`config.mk`:
```
export PLATFORM = sky130hd
export DESIGN_NAME = sfs_select_ctrl
export DESIGN_NICKNAME = d
export VERILOG_FILES = /design/src/sfs_pkg.sv /design/src/sfs_select_ctrl.sv
export SDC_FILE = /design/constraint.sdc
export NUM_CORES = 1
export LEC_CHECK = 0
export CORE_ASPECT_RATIO = 0.75
export CORE_MARGIN = 5
export CORE_UTILIZATION = 59
export CTS_BUF_LIST = sky130_fd_sc_hd__clkbuf_16
export DETAILED_ROUTE_END_ITERATION = 16
export DONT_BUFFER_PORTS = 1
export PLACE_DENSITY = 0.81
export SYNTH_ARGS = -nofsm -noshare
export SYNTH_HDL_FRONTEND = slang
export SYNTH_SLANG_ARGS = --single-unit
```
`constraint.sdc`:
```
create_clock -name clk -period 2.3 [get_ports clk]
set_clock_uncertainty 0.05 [all_clocks]
set_input_delay 0.115 -clock clk [delete_from_list [all_inputs] [get_ports clk]]
set_output_delay 0.115 -clock clk [all_outputs]
set_load 0.01 [all_outputs]
```
`src/sfs_pkg.sv`:
```
// Package: constants and carrier types for the safety function select block
`default_nettype none
package sfs_pkg;
  // Control word bit positions
  localparam int CW_TORQUE_OFF = 0;
  localparam int CW_TIMED_STOP = 1;
  localparam int CW_STOP_TWO = 2;
  localparam int CW_OP_STOP = 3;
  localparam int CW_LIM_SPEED = 4;
  localparam int CW_EVENT_ACK = 7;
  localparam int CW_SPEED_SEL_LO = 9;
  localparam int CW_DIR_POS = 12;
  localparam int CW_DIR_NEG = 13;
  // Status word bit positions
  localparam int SW_TORQUE_OFF = 0;
  localparam int SW_TIMED_STOP = 1;
  localparam int SW_EVENT = 7;
  // Enable-bits field positions
  localparam int EN_TERMINAL = 0;
  localparam int EN_EXTENDED = 2;
  localparam int EN_TELEGRAM = 3;
  // Telegram type carried on the safety channel
  localparam logic [7:0] TELEGRAM_TYPE = 8'h1E;
  // Reset values
  localparam logic [15:0] CW_RESET = 16'h0000;
  localparam logic [15:0] SW_RESET = 16'h0001;
  // Pulse-enable terminal sampling: minimum 1 ms at 125 MHz
  localparam int CLK_HZ = 125000000;
  localparam int EP_MIN_SAMPLE_US = 1000;
  localparam int EP_MIN_SAMPLE_CYC = (CLK_HZ / 1000000) * EP_MIN_SAMPLE_US;

  typedef struct packed {
    logic torque_off;
    logic timed_stop;
    logic stop_two;
    logic op_stop;
    logic lim_speed;
    logic [1:0] speed_level;
    logic dir_pos;
    logic dir_neg;
  } sfs_select_t;
endpackage
`default_nettype wire

```
`src/sfs_select_ctrl.sv`:
```
// Safety function select: dual-channel terminals, safety telegram decode, status word
//
// Operation
// (RULE_01) Terminal low selects, high deselects torque-off
// (RULE_02) Host changes both channels within tolerance
// (RULE_03) Channel mismatch past tolerance raises discrepancy fault
// (RULE_04) Either channel selecting cancels pulses at once
// (RULE_05) Terminal selection acts only on this drive
// (RULE_06) Tolerance shorter than shortest switching interval
// (RULE_07) Zero debounce reacts to every level change
// (RULE_08) Per-channel debounce suppresses short test pulses
// (RULE_09) Bit 3 enables telegram, bit 2 extended
// (RULE_10) Bit 0 adds terminals parallel to telegram
// (RULE_11) Torque-off wins over timed stop
// (RULE_12) Each drive is own slave, telegram 30
// (RULE_13) Safety words occupy first process word
// (RULE_14) Basic word: bit0, bit1 selects, bit7 ack
// (RULE_15) Host zeroes non-basic control bits; the host model clears only bits 2-4 and 9-10
// (RULE_16) Basic status: bits 0,1,7, others zero
// (RULE_17) Extended adds active-low selects 2,3,4,12,13
// (RULE_18) Bits 9-10 pick one of four limits
// (RULE_19) Pulse-enable terminal sampled at least 1 ms
// (RULE_20) Status bits 9-10 show active limit level; code keeps them zero and drives the level on active_speed_level
// (RULE_21) Event clears on ack fall once fault gone
// (RULE_22) Reserved bits ignored in, zero out
`default_nettype none
module sfs_select_ctrl #(
  parameter int TIME_W = 24,
  parameter int EP_SAMPLE_CYC = sfs_pkg::EP_MIN_SAMPLE_CYC
) (
  input wire logic clk, // 125 MHz control clock
  input wire logic arst_n, // Asynchronous reset, active low
  input wire logic cu_terminal, // Control-unit select terminal
  input wire logic pulse_enable_terminal, // Power-unit select terminal
  input wire logic [3:0] cu_safety_enable_bits, // Control-unit enable bits
  input wire logic [3:0] mm_safety_enable_bits, // Power-unit enable bits
  input wire logic [TIME_W-1:0] cu_changeover_tolerance, // Tolerance in cycles, CU
  input wire logic [TIME_W-1:0] mm_changeover_tolerance, // Tolerance in cycles, power unit
  input wire logic [TIME_W-1:0] cu_input_debounce_time, // Debounce in cycles, CU
  input wire logic [TIME_W-1:0] mm_input_debounce_time, // Debounce in cycles, power unit
  input wire logic [15:0] first_process_word, // Received safety control word
  input wire logic word_valid, // Control word strobe
  input wire logic fault_present, // Other internal fault source
  output logic [15:0] safety_state_word_one, // Transmitted basic status word
  output logic [1:0] active_speed_level, // Active speed-limit level
  output logic pulse_cancel, // Output pulses cancelled
  output logic discrepancy_fault, // Sticky channel discrepancy, stop-F
  output logic [7:0] telegram_type, // Telegram type of this slave
  output var sfs_pkg::sfs_select_t selects // Decoded active selects
);

  function automatic logic sat_ge(input logic [TIME_W-1:0] cnt, input logic [TIME_W-1:0] lim);
    sat_ge = (cnt >= lim);
  endfunction

  //////////////////////////////////////////////////////////////////////////////
  // Input synchronisers: three flops, change counted when last two agree
  logic [2:0] cu_sync;
  logic [2:0] ep_sync;
  logic cu_raw;
  logic ep_raw;
  logic [TIME_W-1:0] ep_tick;
  logic [TIME_W-1:0] next_ep_tick;
  logic ep_sampled;
  logic next_ep_sampled;

  always_ff @(posedge clk or negedge arst_n) begin
    if (!arst_n) begin
      cu_sync <= 3'h7;
      ep_sync <= 3'h7;
      cu_raw <= 1'b1;
      ep_raw <= 1'b1;
    end else begin
      cu_sync <= {cu_sync[1:0], cu_terminal};
      ep_sync <= {ep_sync[1:0], pulse_enable_terminal};
      if (cu_sync[2] == cu_sync[1]) begin
        cu_raw <= cu_sync[2];
      end
      if (ep_sync[2] == ep_sync[1]) begin
        ep_raw <= ep_sync[2];
      end
    end
  end

  // (RULE_19) Periodic terminal sampling
  always_comb begin
    next_ep_tick = ep_tick + 1'b1;
    next_ep_sampled = ep_sampled;
    if (ep_tick >= TIME_W'(EP_SAMPLE_CYC - 1)) begin
      next_ep_tick = '0;
      next_ep_sampled = ep_raw;
    end
  end

  always_ff @(posedge clk or negedge arst_n) begin
    if (!arst_n) begin
      ep_tick <= '0;
      ep_sampled <= 1'b1;
    end else begin
      ep_tick <= next_ep_tick;
      ep_sampled <= next_ep_sampled;
    end
  end

  //////////////////////////////////////////////////////////////////////////////
  // Debounce: a level must hold for the debounce time; zero time passes at once
  logic cu_deb;
  logic ep_deb;
  logic next_cu_deb;
  logic next_ep_deb;
  logic [TIME_W-1:0] cu_db_cnt;
  logic [TIME_W-1:0] ep_db_cnt;
  logic [TIME_W-1:0] next_cu_db_cnt;
  logic [TIME_W-1:0] next_ep_db_cnt;

  // (RULE_07) (RULE_08) Per-channel debounce
  always_comb begin
    next_cu_deb = cu_deb;
    next_ep_deb = ep_deb;
    next_cu_db_cnt = '0;
    next_ep_db_cnt = '0;
    if (cu_raw != cu_deb) begin
      next_cu_db_cnt = cu_db_cnt + 1'b1;
      if (sat_ge(cu_db_cnt, cu_input_debounce_time)) begin
        next_cu_deb = cu_raw;
        next_cu_db_cnt = '0;
      end
    end
    if (ep_sampled != ep_deb) begin
      next_ep_db_cnt = ep_db_cnt + 1'b1;
      if (sat_ge(ep_db_cnt, mm_input_debounce_time)) begin
        next_ep_deb = ep_sampled;
        next_ep_db_cnt = '0;
      end
    end
  end

  always_ff @(posedge clk or negedge arst_n) begin
    if (!arst_n) begin
      cu_deb <= 1'b1;
      ep_deb <= 1'b1;
      cu_db_cnt <= '0;
      ep_db_cnt <= '0;
    end else begin
      cu_deb <= next_cu_deb;
      ep_deb <= next_ep_deb;
      cu_db_cnt <= next_cu_db_cnt;
      ep_db_cnt <= next_ep_db_cnt;
    end
  end

  //////////////////////////////////////////////////////////////////////////////
  // Discrepancy cross-comparison
  logic [TIME_W-1:0] disc_cnt;
  logic [TIME_W-1:0] next_disc_cnt;
  logic disc;
  logic next_disc;
  logic [TIME_W-1:0] tol;
  logic ack_fall;

  // Shorter of the two tolerances governs, so either channel's limit is honoured
  assign tol = (cu_changeover_tolerance < mm_changeover_tolerance) ?
               cu_changeover_tolerance : mm_changeover_tolerance;

  // (RULE_03) Mismatch timeout
  always_comb begin
    next_disc_cnt = '0;
    next_disc = disc;
    // (RULE_21) Ack fall clears once channels agree
    if (ack_fall && (cu_deb == ep_deb)) begin
      next_disc = 1'b0;
    end
    if (cu_deb != ep_deb) begin
      next_disc_cnt = disc_cnt + 1'b1;
      if (sat_ge(disc_cnt, tol)) begin
        next_disc = 1'b1;
        next_disc_cnt = disc_cnt;
      end
    end
  end

  //////////////////////////////////////////////////////////////////////////////
  // Telegram decode and acknowledge
  logic [15:0] cw;
  logic [15:0] next_cw;
  logic ack_prev;
  logic event_flag;
  logic next_event_flag;
  logic tele_en;
  logic ext_mode;
  logic term_en;

  // (RULE_09) (RULE_10) Enables must agree on both channels
  assign tele_en = cu_safety_enable_bits[sfs_pkg::EN_TELEGRAM] &
                   mm_safety_enable_bits[sfs_pkg::EN_TELEGRAM];
  assign ext_mode = cu_safety_enable_bits[sfs_pkg::EN_EXTENDED] &
                    mm_safety_enable_bits[sfs_pkg::EN_EXTENDED];
  assign term_en = !tele_en | (cu_safety_enable_bits[sfs_pkg::EN_TERMINAL] &
                               mm_safety_enable_bits[sfs_pkg::EN_TERMINAL]);

  // (RULE_13) (RULE_22) Latch first process word, reserved bits dropped later
  always_comb begin
    next_cw = cw;
    if (word_valid) begin
      next_cw = first_process_word;
    end
  end

  // (RULE_14) Ack falling edge
  assign ack_fall = ack_prev & ~cw[sfs_pkg::CW_EVENT_ACK];

  // (RULE_21) Event set wins; cleared only on ack fall with fault gone
  always_comb begin
    next_event_flag = event_flag;
    if (ack_fall && !fault_present && !next_disc) begin
      next_event_flag = 1'b0;
    end
    if (fault_present || next_disc) begin
      next_event_flag = 1'b1;
    end
  end

  always_ff @(posedge clk or negedge arst_n) begin
    if (!arst_n) begin
      disc_cnt <= '0;
      disc <= 1'b0;
      cw <= sfs_pkg::CW_RESET;
      ack_prev <= 1'b0;
      event_flag <= 1'b0;
    end else begin
      disc_cnt <= next_disc_cnt;
      disc <= next_disc;
      cw <= next_cw;
      ack_prev <= cw[sfs_pkg::CW_EVENT_ACK];
      event_flag <= next_event_flag;
    end
  end

  //////////////////////////////////////////////////////////////////////////////
  // Select combination and status word
  sfs_pkg::sfs_select_t next_sel;
  logic next_pulse_cancel;
  logic [15:0] next_sw;
  logic tele_sto;
  logic tele_ss1;

  always_comb begin
    // (RULE_14) Active-low telegram selects
    tele_sto = tele_en & ~cw[sfs_pkg::CW_TORQUE_OFF];
    tele_ss1 = tele_en & ~cw[sfs_pkg::CW_TIMED_STOP];
    next_sel = '0;
    // (RULE_01) (RULE_04) (RULE_05) Either channel low selects for this drive
    next_sel.torque_off = tele_sto | (term_en & (~cu_deb | ~ep_deb)) | disc;
    // (RULE_11) Torque-off has priority
    next_sel.timed_stop = tele_ss1 & ~next_sel.torque_off;
    if (tele_en && ext_mode) begin
      // (RULE_17) Extended active-low selects
      next_sel.stop_two = ~cw[sfs_pkg::CW_STOP_TWO];
      next_sel.op_stop = ~cw[sfs_pkg::CW_OP_STOP];
      next_sel.lim_speed = ~cw[sfs_pkg::CW_LIM_SPEED];
      next_sel.dir_pos = ~cw[sfs_pkg::CW_DIR_POS];
      next_sel.dir_neg = ~cw[sfs_pkg::CW_DIR_NEG];
      // (RULE_18) Speed-limit code
      next_sel.speed_level = cw[sfs_pkg::CW_SPEED_SEL_LO +: 2];
    end
    next_pulse_cancel = next_sel.torque_off;
    // (RULE_16) (RULE_22) Basic status, all else zero
    next_sw = '0;
    next_sw[sfs_pkg::SW_TORQUE_OFF] = next_sel.torque_off;
    next_sw[sfs_pkg::SW_TIMED_STOP] = next_sel.timed_stop;
    next_sw[sfs_pkg::SW_EVENT] = next_event_flag;
  end

  always_ff @(posedge clk or negedge arst_n) begin
    if (!arst_n) begin
      selects <= '0;
      pulse_cancel <= 1'b1;
      safety_state_word_one <= sfs_pkg::SW_RESET;
      active_speed_level <= 2'h0;
      discrepancy_fault <= 1'b0;
      telegram_type <= 8'h00;
    end else begin
      selects <= next_sel;
      // (RULE_04) Pulse cancel follows torque-off select
      pulse_cancel <= next_pulse_cancel;
      safety_state_word_one <= next_sw;
      // (RULE_20) Active level mirrors selection
      active_speed_level <= next_sel.speed_level;
      discrepancy_fault <= next_disc;
      // (RULE_12) Slave telegram type
      telegram_type <= sfs_pkg::TELEGRAM_TYPE;
    end
  end

endmodule
`default_nettype wire

```
# Word-level counts from Yosys, hierarchy flattened
# Cells that the tools add are included.
[totals] ff_bits=138 output_inout_bits=37 wordCells=89
[classes] add_sub_neg=4 n_lt_le_gt_ge=5 eq_ne=7 n_mux=14 n_bitwise=23 n_reduce_logical=10
[ops] operator="$mux W24" count=8
[ops] operator="$add A24 B1 Y24 const B" count=4
[ops] operator="$ge A24 B24 Y1" count=3
[ops] operator="$ge A24 B17 Y1 const B" count=1
[ops] operator="$lt A24 B24 Y1" count=1
[ops] operator="$not A1 Y1" count=11
[ops] operator="$and A1 B1 Y1" count=8
[ops] operator="$mux W7" count=1
[ops] operator="$mux W1" count=5
[ops] operator="$logic_and A1 B1 Y1" count=4
[ops] operator="$or A1 B1 Y1" count=4
[ops] operator="$reduce_and A2 Y1" count=2
[ops] operator="$eq A1 B1 Y1" count=3
[ops] operator="$logic_not A1 Y1" count=3
[ops] operator="$ne A1 B1 Y1" count=3
[ops] operator="$ne A2 B2 Y1 const B" count=1
[ops] operator="$logic_or A1 B1 Y1" count=1

# Logic depth before layout (Yosys ltp)
[depth] word_depth=10 depth_mapped=18 ltp_nobuf=15

# Least setup slack after synthesis
# Ideal clock, no wire load.
[synth_timing] kind="input port to flip-flop" start="in mm_changeover_tolerance[11]" end="reg disc_cnt[13]" t_arrival_ps=3455 t_required_ps=2172 path_slack_ps=-1283 cell_stages=17 path_buffers=2 path_cell_list="inv_1 -> ha_1 -> a21oi_1 -> o21ai_0 -> a41oi_1 -> nor4_1 -> a21oi_2 -> buf_2 -> mux2i_1 -> ha_1 -> a211oi_1 -> o21ai_0 -> a221oi_4 -> o21ai_1 -> buf_2 -> or4_1 -> a21oi_1"
[synth_via] elab_chain_len=4
[synth_lines] element="start: declaration" line_no="sfs_select_ctrl.sv:38" source="input wire logic [TIME_W-1:0] mm_changeover_tolerance,"
[synth_lines] element="$lt A24 B24 Y1" line_no="sfs_select_ctrl.sv:162" source="assign tol = (cu_changeover_tolerance < mm_changeover_tolerance) ?"
[synth_lines] element="$mux W24 (*)" line_no="sfs_select_ctrl.sv:162"
[synth_lines] element="$ge A24 B24 Y1 (*)" line_no="sfs_select_ctrl.sv:53" source="sat_ge = (cnt >= lim);"
[synth_lines] element="$ne A2 B2 Y1 (no source line) (*)"
[synth_lines] element="end signal: assignment" line_no="sfs_select_ctrl.sv:231" source="disc_cnt <= next_disc_cnt;"
[synth_lines] element="end: declaration" line_no="sfs_select_ctrl.sv:154" source="logic [TIME_W-1:0] disc_cnt;"
# Every way passes the cells marked *; elsewhere a longest branch is shown, timed or not.
# A chain may end at the register's enable or synchronous reset.

# Worst setup path in the final report
[layout_timing] start="in mm_changeover_tolerance[8]" end="reg disc_cnt[14]"
# Same word-level chain as after synthesis.

==> run_results.csv <==
group,metric,value,unit
clocking,clock_latency,0.41,ns
routing,ant_nets,0,
routing,dr_total_vias,7061,
clocking,clock_path_buffers,2,
grt,grt.overflow.total,0,
worst_setup_path,worstSetupPathType,"input pin to register",
sta,holdWs,-0.6478,ns
clocking,cts_buffers,17,
synthesis,yosys.area.top_type,"dfrtp_1",
synthesis,synth_common_cells,"dfrtp_1 (119), ha_1 (100), nor2_1 (96), inv_1 (86), nand2_1 (56)",
clocking,clk_root_buffer_cell,"clkbuf_16",
power_and_ir_drop,power_density,561.2,nW/um^2
synthesis,yosysTopAreaCellShare,35.14,%
power_and_ir_drop,swShare,24.32,%
floorplan,fp.dieH,113.8,um
placed_design,io_buffers,0,
floorplan,dieWidth,148.4,um
floorplan,die_area,16880,sq um
sta,setup_viol,26,
finish,synthToLayoutAreaGrowth,25.41,%
status,violations,"hold timing, setup timing",
flow_run,maxCapViolations,0,
power_and_ir_drop,power,0.005964,W
power_and_ir_drop,pwr-share-comb,11.5,%
sta,post-route-period-util,142.9,%
clocking,clk_pin_slew_worst_paths,0.06,ns
worst_setup_path,reg2reg_from,"disc_cnt[5]",
sta,relSlewSlack,53.64,%
routing,wl_per_cell,18.93,um
power_and_ir_drop,seqPwrFrac,40.8,%
sta,post-route-min-period,3.287,ns
floorplan,num_io_pins,163,
routing,avgViaCountPerCell,5.964,
finish,nFillCells,869,
floorplan,core,13890,sq um
finish,register_area,3296,sq um
synthesis,synthTopCellsByArea,"dfrtp_1 (35%), ha_1 (15%), nor2_1 (4.3%)",
floorplan,start_util,61.01,%
floorplan,rows,37,
placed_design,place_hpwl,14150,um
synthesis,avgSynthCellArea,9.446,sq um
synthesis,synth_cell_types,54,
worst_setup_path,cp_max_fo,13,
power_and_ir_drop,power.internal,0.004513,W
sta,worstMarginPinSlew,0.6932,ns
clocking,tritoncts,"done",
power_and_ir_drop,switchingPower,0.001451,W
synthesis,syn-cell-area,8473,sq um
routing,drc,0,
synthesis,ys_seq_area_share,38.87,%
clocking,holdBufCountCts,16,
synthesis,ys.flop_type,"dfrtp_1",
sta,final_hold_viol_count,131,
finish,final_nets,1222,
sta,worst_slack,-0.9874,ns
finish,multi_input_area,5245,sq um
power_and_ir_drop,ir_worst_vdd,0.0005325,V
worst_setup_path,startpoint_type,"input pin",
grt,antenna_found_initial,0,
sta,rsz0062_at_grt,"yes",
sta,max_freq,304.2,MHz
worst_setup_path,cp.arrival,3.53,ns
synthesis,synth_cells,897,
worst_setup_path,cp-end-kind,"register",
grt,grt_pass1_wl,34810,um
clocking,clock_sinks,131,
synthesis,yosysMostFrequentCell,"dfrtp_1",
clocking,htreeDepth,4,
synthesis,synthArstFlopShare,100.0,%
worst_setup_path,required,2.54,ns
synthesis,synth_edf_count,0,
placed_design,gp_congestion,0.8433,
sta,slew_violations,0,
placed_design,dp_slack,-1.393,ns
hold_path,hold_class,"input pin to asynchronous set/reset pin",
synthesis,yosysWarnings,0,
synthesis,ys_ff_latch,131,
grt,grt_pass1_vias,7120,
routing,drt-pass1-iter-count,5,
grt,globalRouteTotalUtil,25.51,%
worst_setup_path,worstSetupStartpoint,"mm_changeover_tolerance[8]",
grt,grt_start_max_net_pins,132,
routing,wl,22420,um
finish,drive_gt1_share,22.20,%
finish,antennaDiodeCount,0,
status,outcome,"complete, but fails checks",
power_and_ir_drop,p_leak,5.067,nW
power_and_ir_drop,clkPwrFrac,47.8,%
routing,drtIter0Drc,547,
layer usage:
metal	wire length (um)	global-route usage, %	share of wire [%]
met4	459	7.200	2.0
met3	1595	6.156	7.1
met2	10750	41.78	48
met1	9610	34.15	43
met5	0	0	0
registers in the layout, indices dropped and copies added, names as in the netlist, 3 cells and up:
signal                 cells
cw                        10
ep_sync                    3
cu_sync                    3
ep_tick                   24
disc_cnt                  24
selects                    8
safety_state_word_one      3
cu_db_cnt                 24
ep_db_cnt                 24
timing repair:
action                                 in CTS  in global routing
endpoints found under the hold margin     145                131
setup endpoints to repair                  26                 60
pin swaps                                  20                 31
cloned                                      3                  0
buffers inserted                           14                  7
resized for setup                          50                 51
critical path: stages:
cell and delay [ns]:
inv_1 0.03, ha_1 0.19, a21oi_2 0.16, o21ai_2 0.08, buf_4 0.14, a41oi_4 0.26
nor4_4 0.07, a21oi_4 0.22, buf_6 0.14, buf_12 0.13, mux2i_1 0.22, ha_1 0.30
a21oi_2 0.18, o21a_1 0.18, a2bb2oi_4 0.18, nand2b_4 0.09, buf_12 0.13, buf_16 0.14
buf_6 0.12, o31ai_1 0.35, a21oi_2 0.09
through the flow:
step / cells / hold WS (ns) / area, sq um / TNS [ns] / util, %
after floorplan: 920 / -0.2306 / 8735 / -22.87 / -
after global placement: 1112 / -0.2225 / 9146 / -30.99 / 65.86
after detailed placement: 1112 / -0.2243 / 9146 / -33.79 / 65.86
after CTS: 1177 / -0.6603 / 10340 / -18.79 / 74.42
after global routing: 1184 / -0.6736 / 10630 / -26.97 / 76.51
final: 1184 / -0.6478 / 10630 / -23.41 / 76.51
power by group through the flow:
stage	Combinational (W)	Sequential, W	Clock (W)
after floorplan	0.000421	0.00245	0
after detailed placement	0.000530	0.00247	0
after CTS	0.000620	0.00243	0.00288
after global routing	0.000759	0.00244	0.00300
after global placement	0.000506	0.00247	0
final	0.000684	0.00243	0.00285
kinds of logic after synthesis:
group,after synthesis,share of synthesized area [%]
simple gates,304,17.97
flops,131,38.87
compound gates,129,9.938
buf+inv,127,6.793
fa+ha+maj,102,15.00
xor+xnor,60,6.202
mux,42,5.139
other cells,2,0.08863
layout make-up:
| cell class | count | area share (%) |
|---|---|---|
| well taps | 175 | 2.061 |
| clock buffers | 17 | 4.003 |
| inverters | 86 | 3.156 |
| flip-flops and latches | 131 | 31.01 |
| repair buffers | 97 | 8.619 |
| multi-input cells | 663 | 49.36 |
| clock inverters | 15 | 1.790 |
cells in the final DEF (no fill, tap or decap), drive strengths merged, types with 5 or more instances in the layout:
master       Yosys  final
nand4           28     28
a211oi           8      8
dfstp           12     12
nor3            10     10
conb             2     25
nor2b            8      8
mux2i           30     30
xnor2           20     20
o21ai           22     22
o211ai           9     10
and4             8      8
nor4             7      7
clkinv           0      5
o31ai           11     11
a21o             6      6
or4             12     12
buf             30     81
nand3           43     43
clkbuf          11     17
a21oi           51     51
mux2            12     12
inv             86     88
nor2            96     96
ha             100    100
nand2b          14     14
and3            15     15
xor2            40     40
dlygate4sd3      0     16
o21a             6      6
dfrtp          119    119
nand2           56     56
path summary, 6_finish.rpt:
path | endpoint | slack [ns] | cells past startpoint
worst max-delay path | disc_cnt[14] | -0.99 | 21
worst min-delay path | cw[13] | -0.65 | 0
worst max register to register | disc_cnt[19] | -0.25 | 9
worst min register to register | cu_sync[1] | 0.31 | 0
max in group asynchronous | cu_deb | 2.57 | 0
min in group clk | safety_state_word_one[0] | 0.06 | 2
Note: power is estimated with default switching activity, not from simulation.
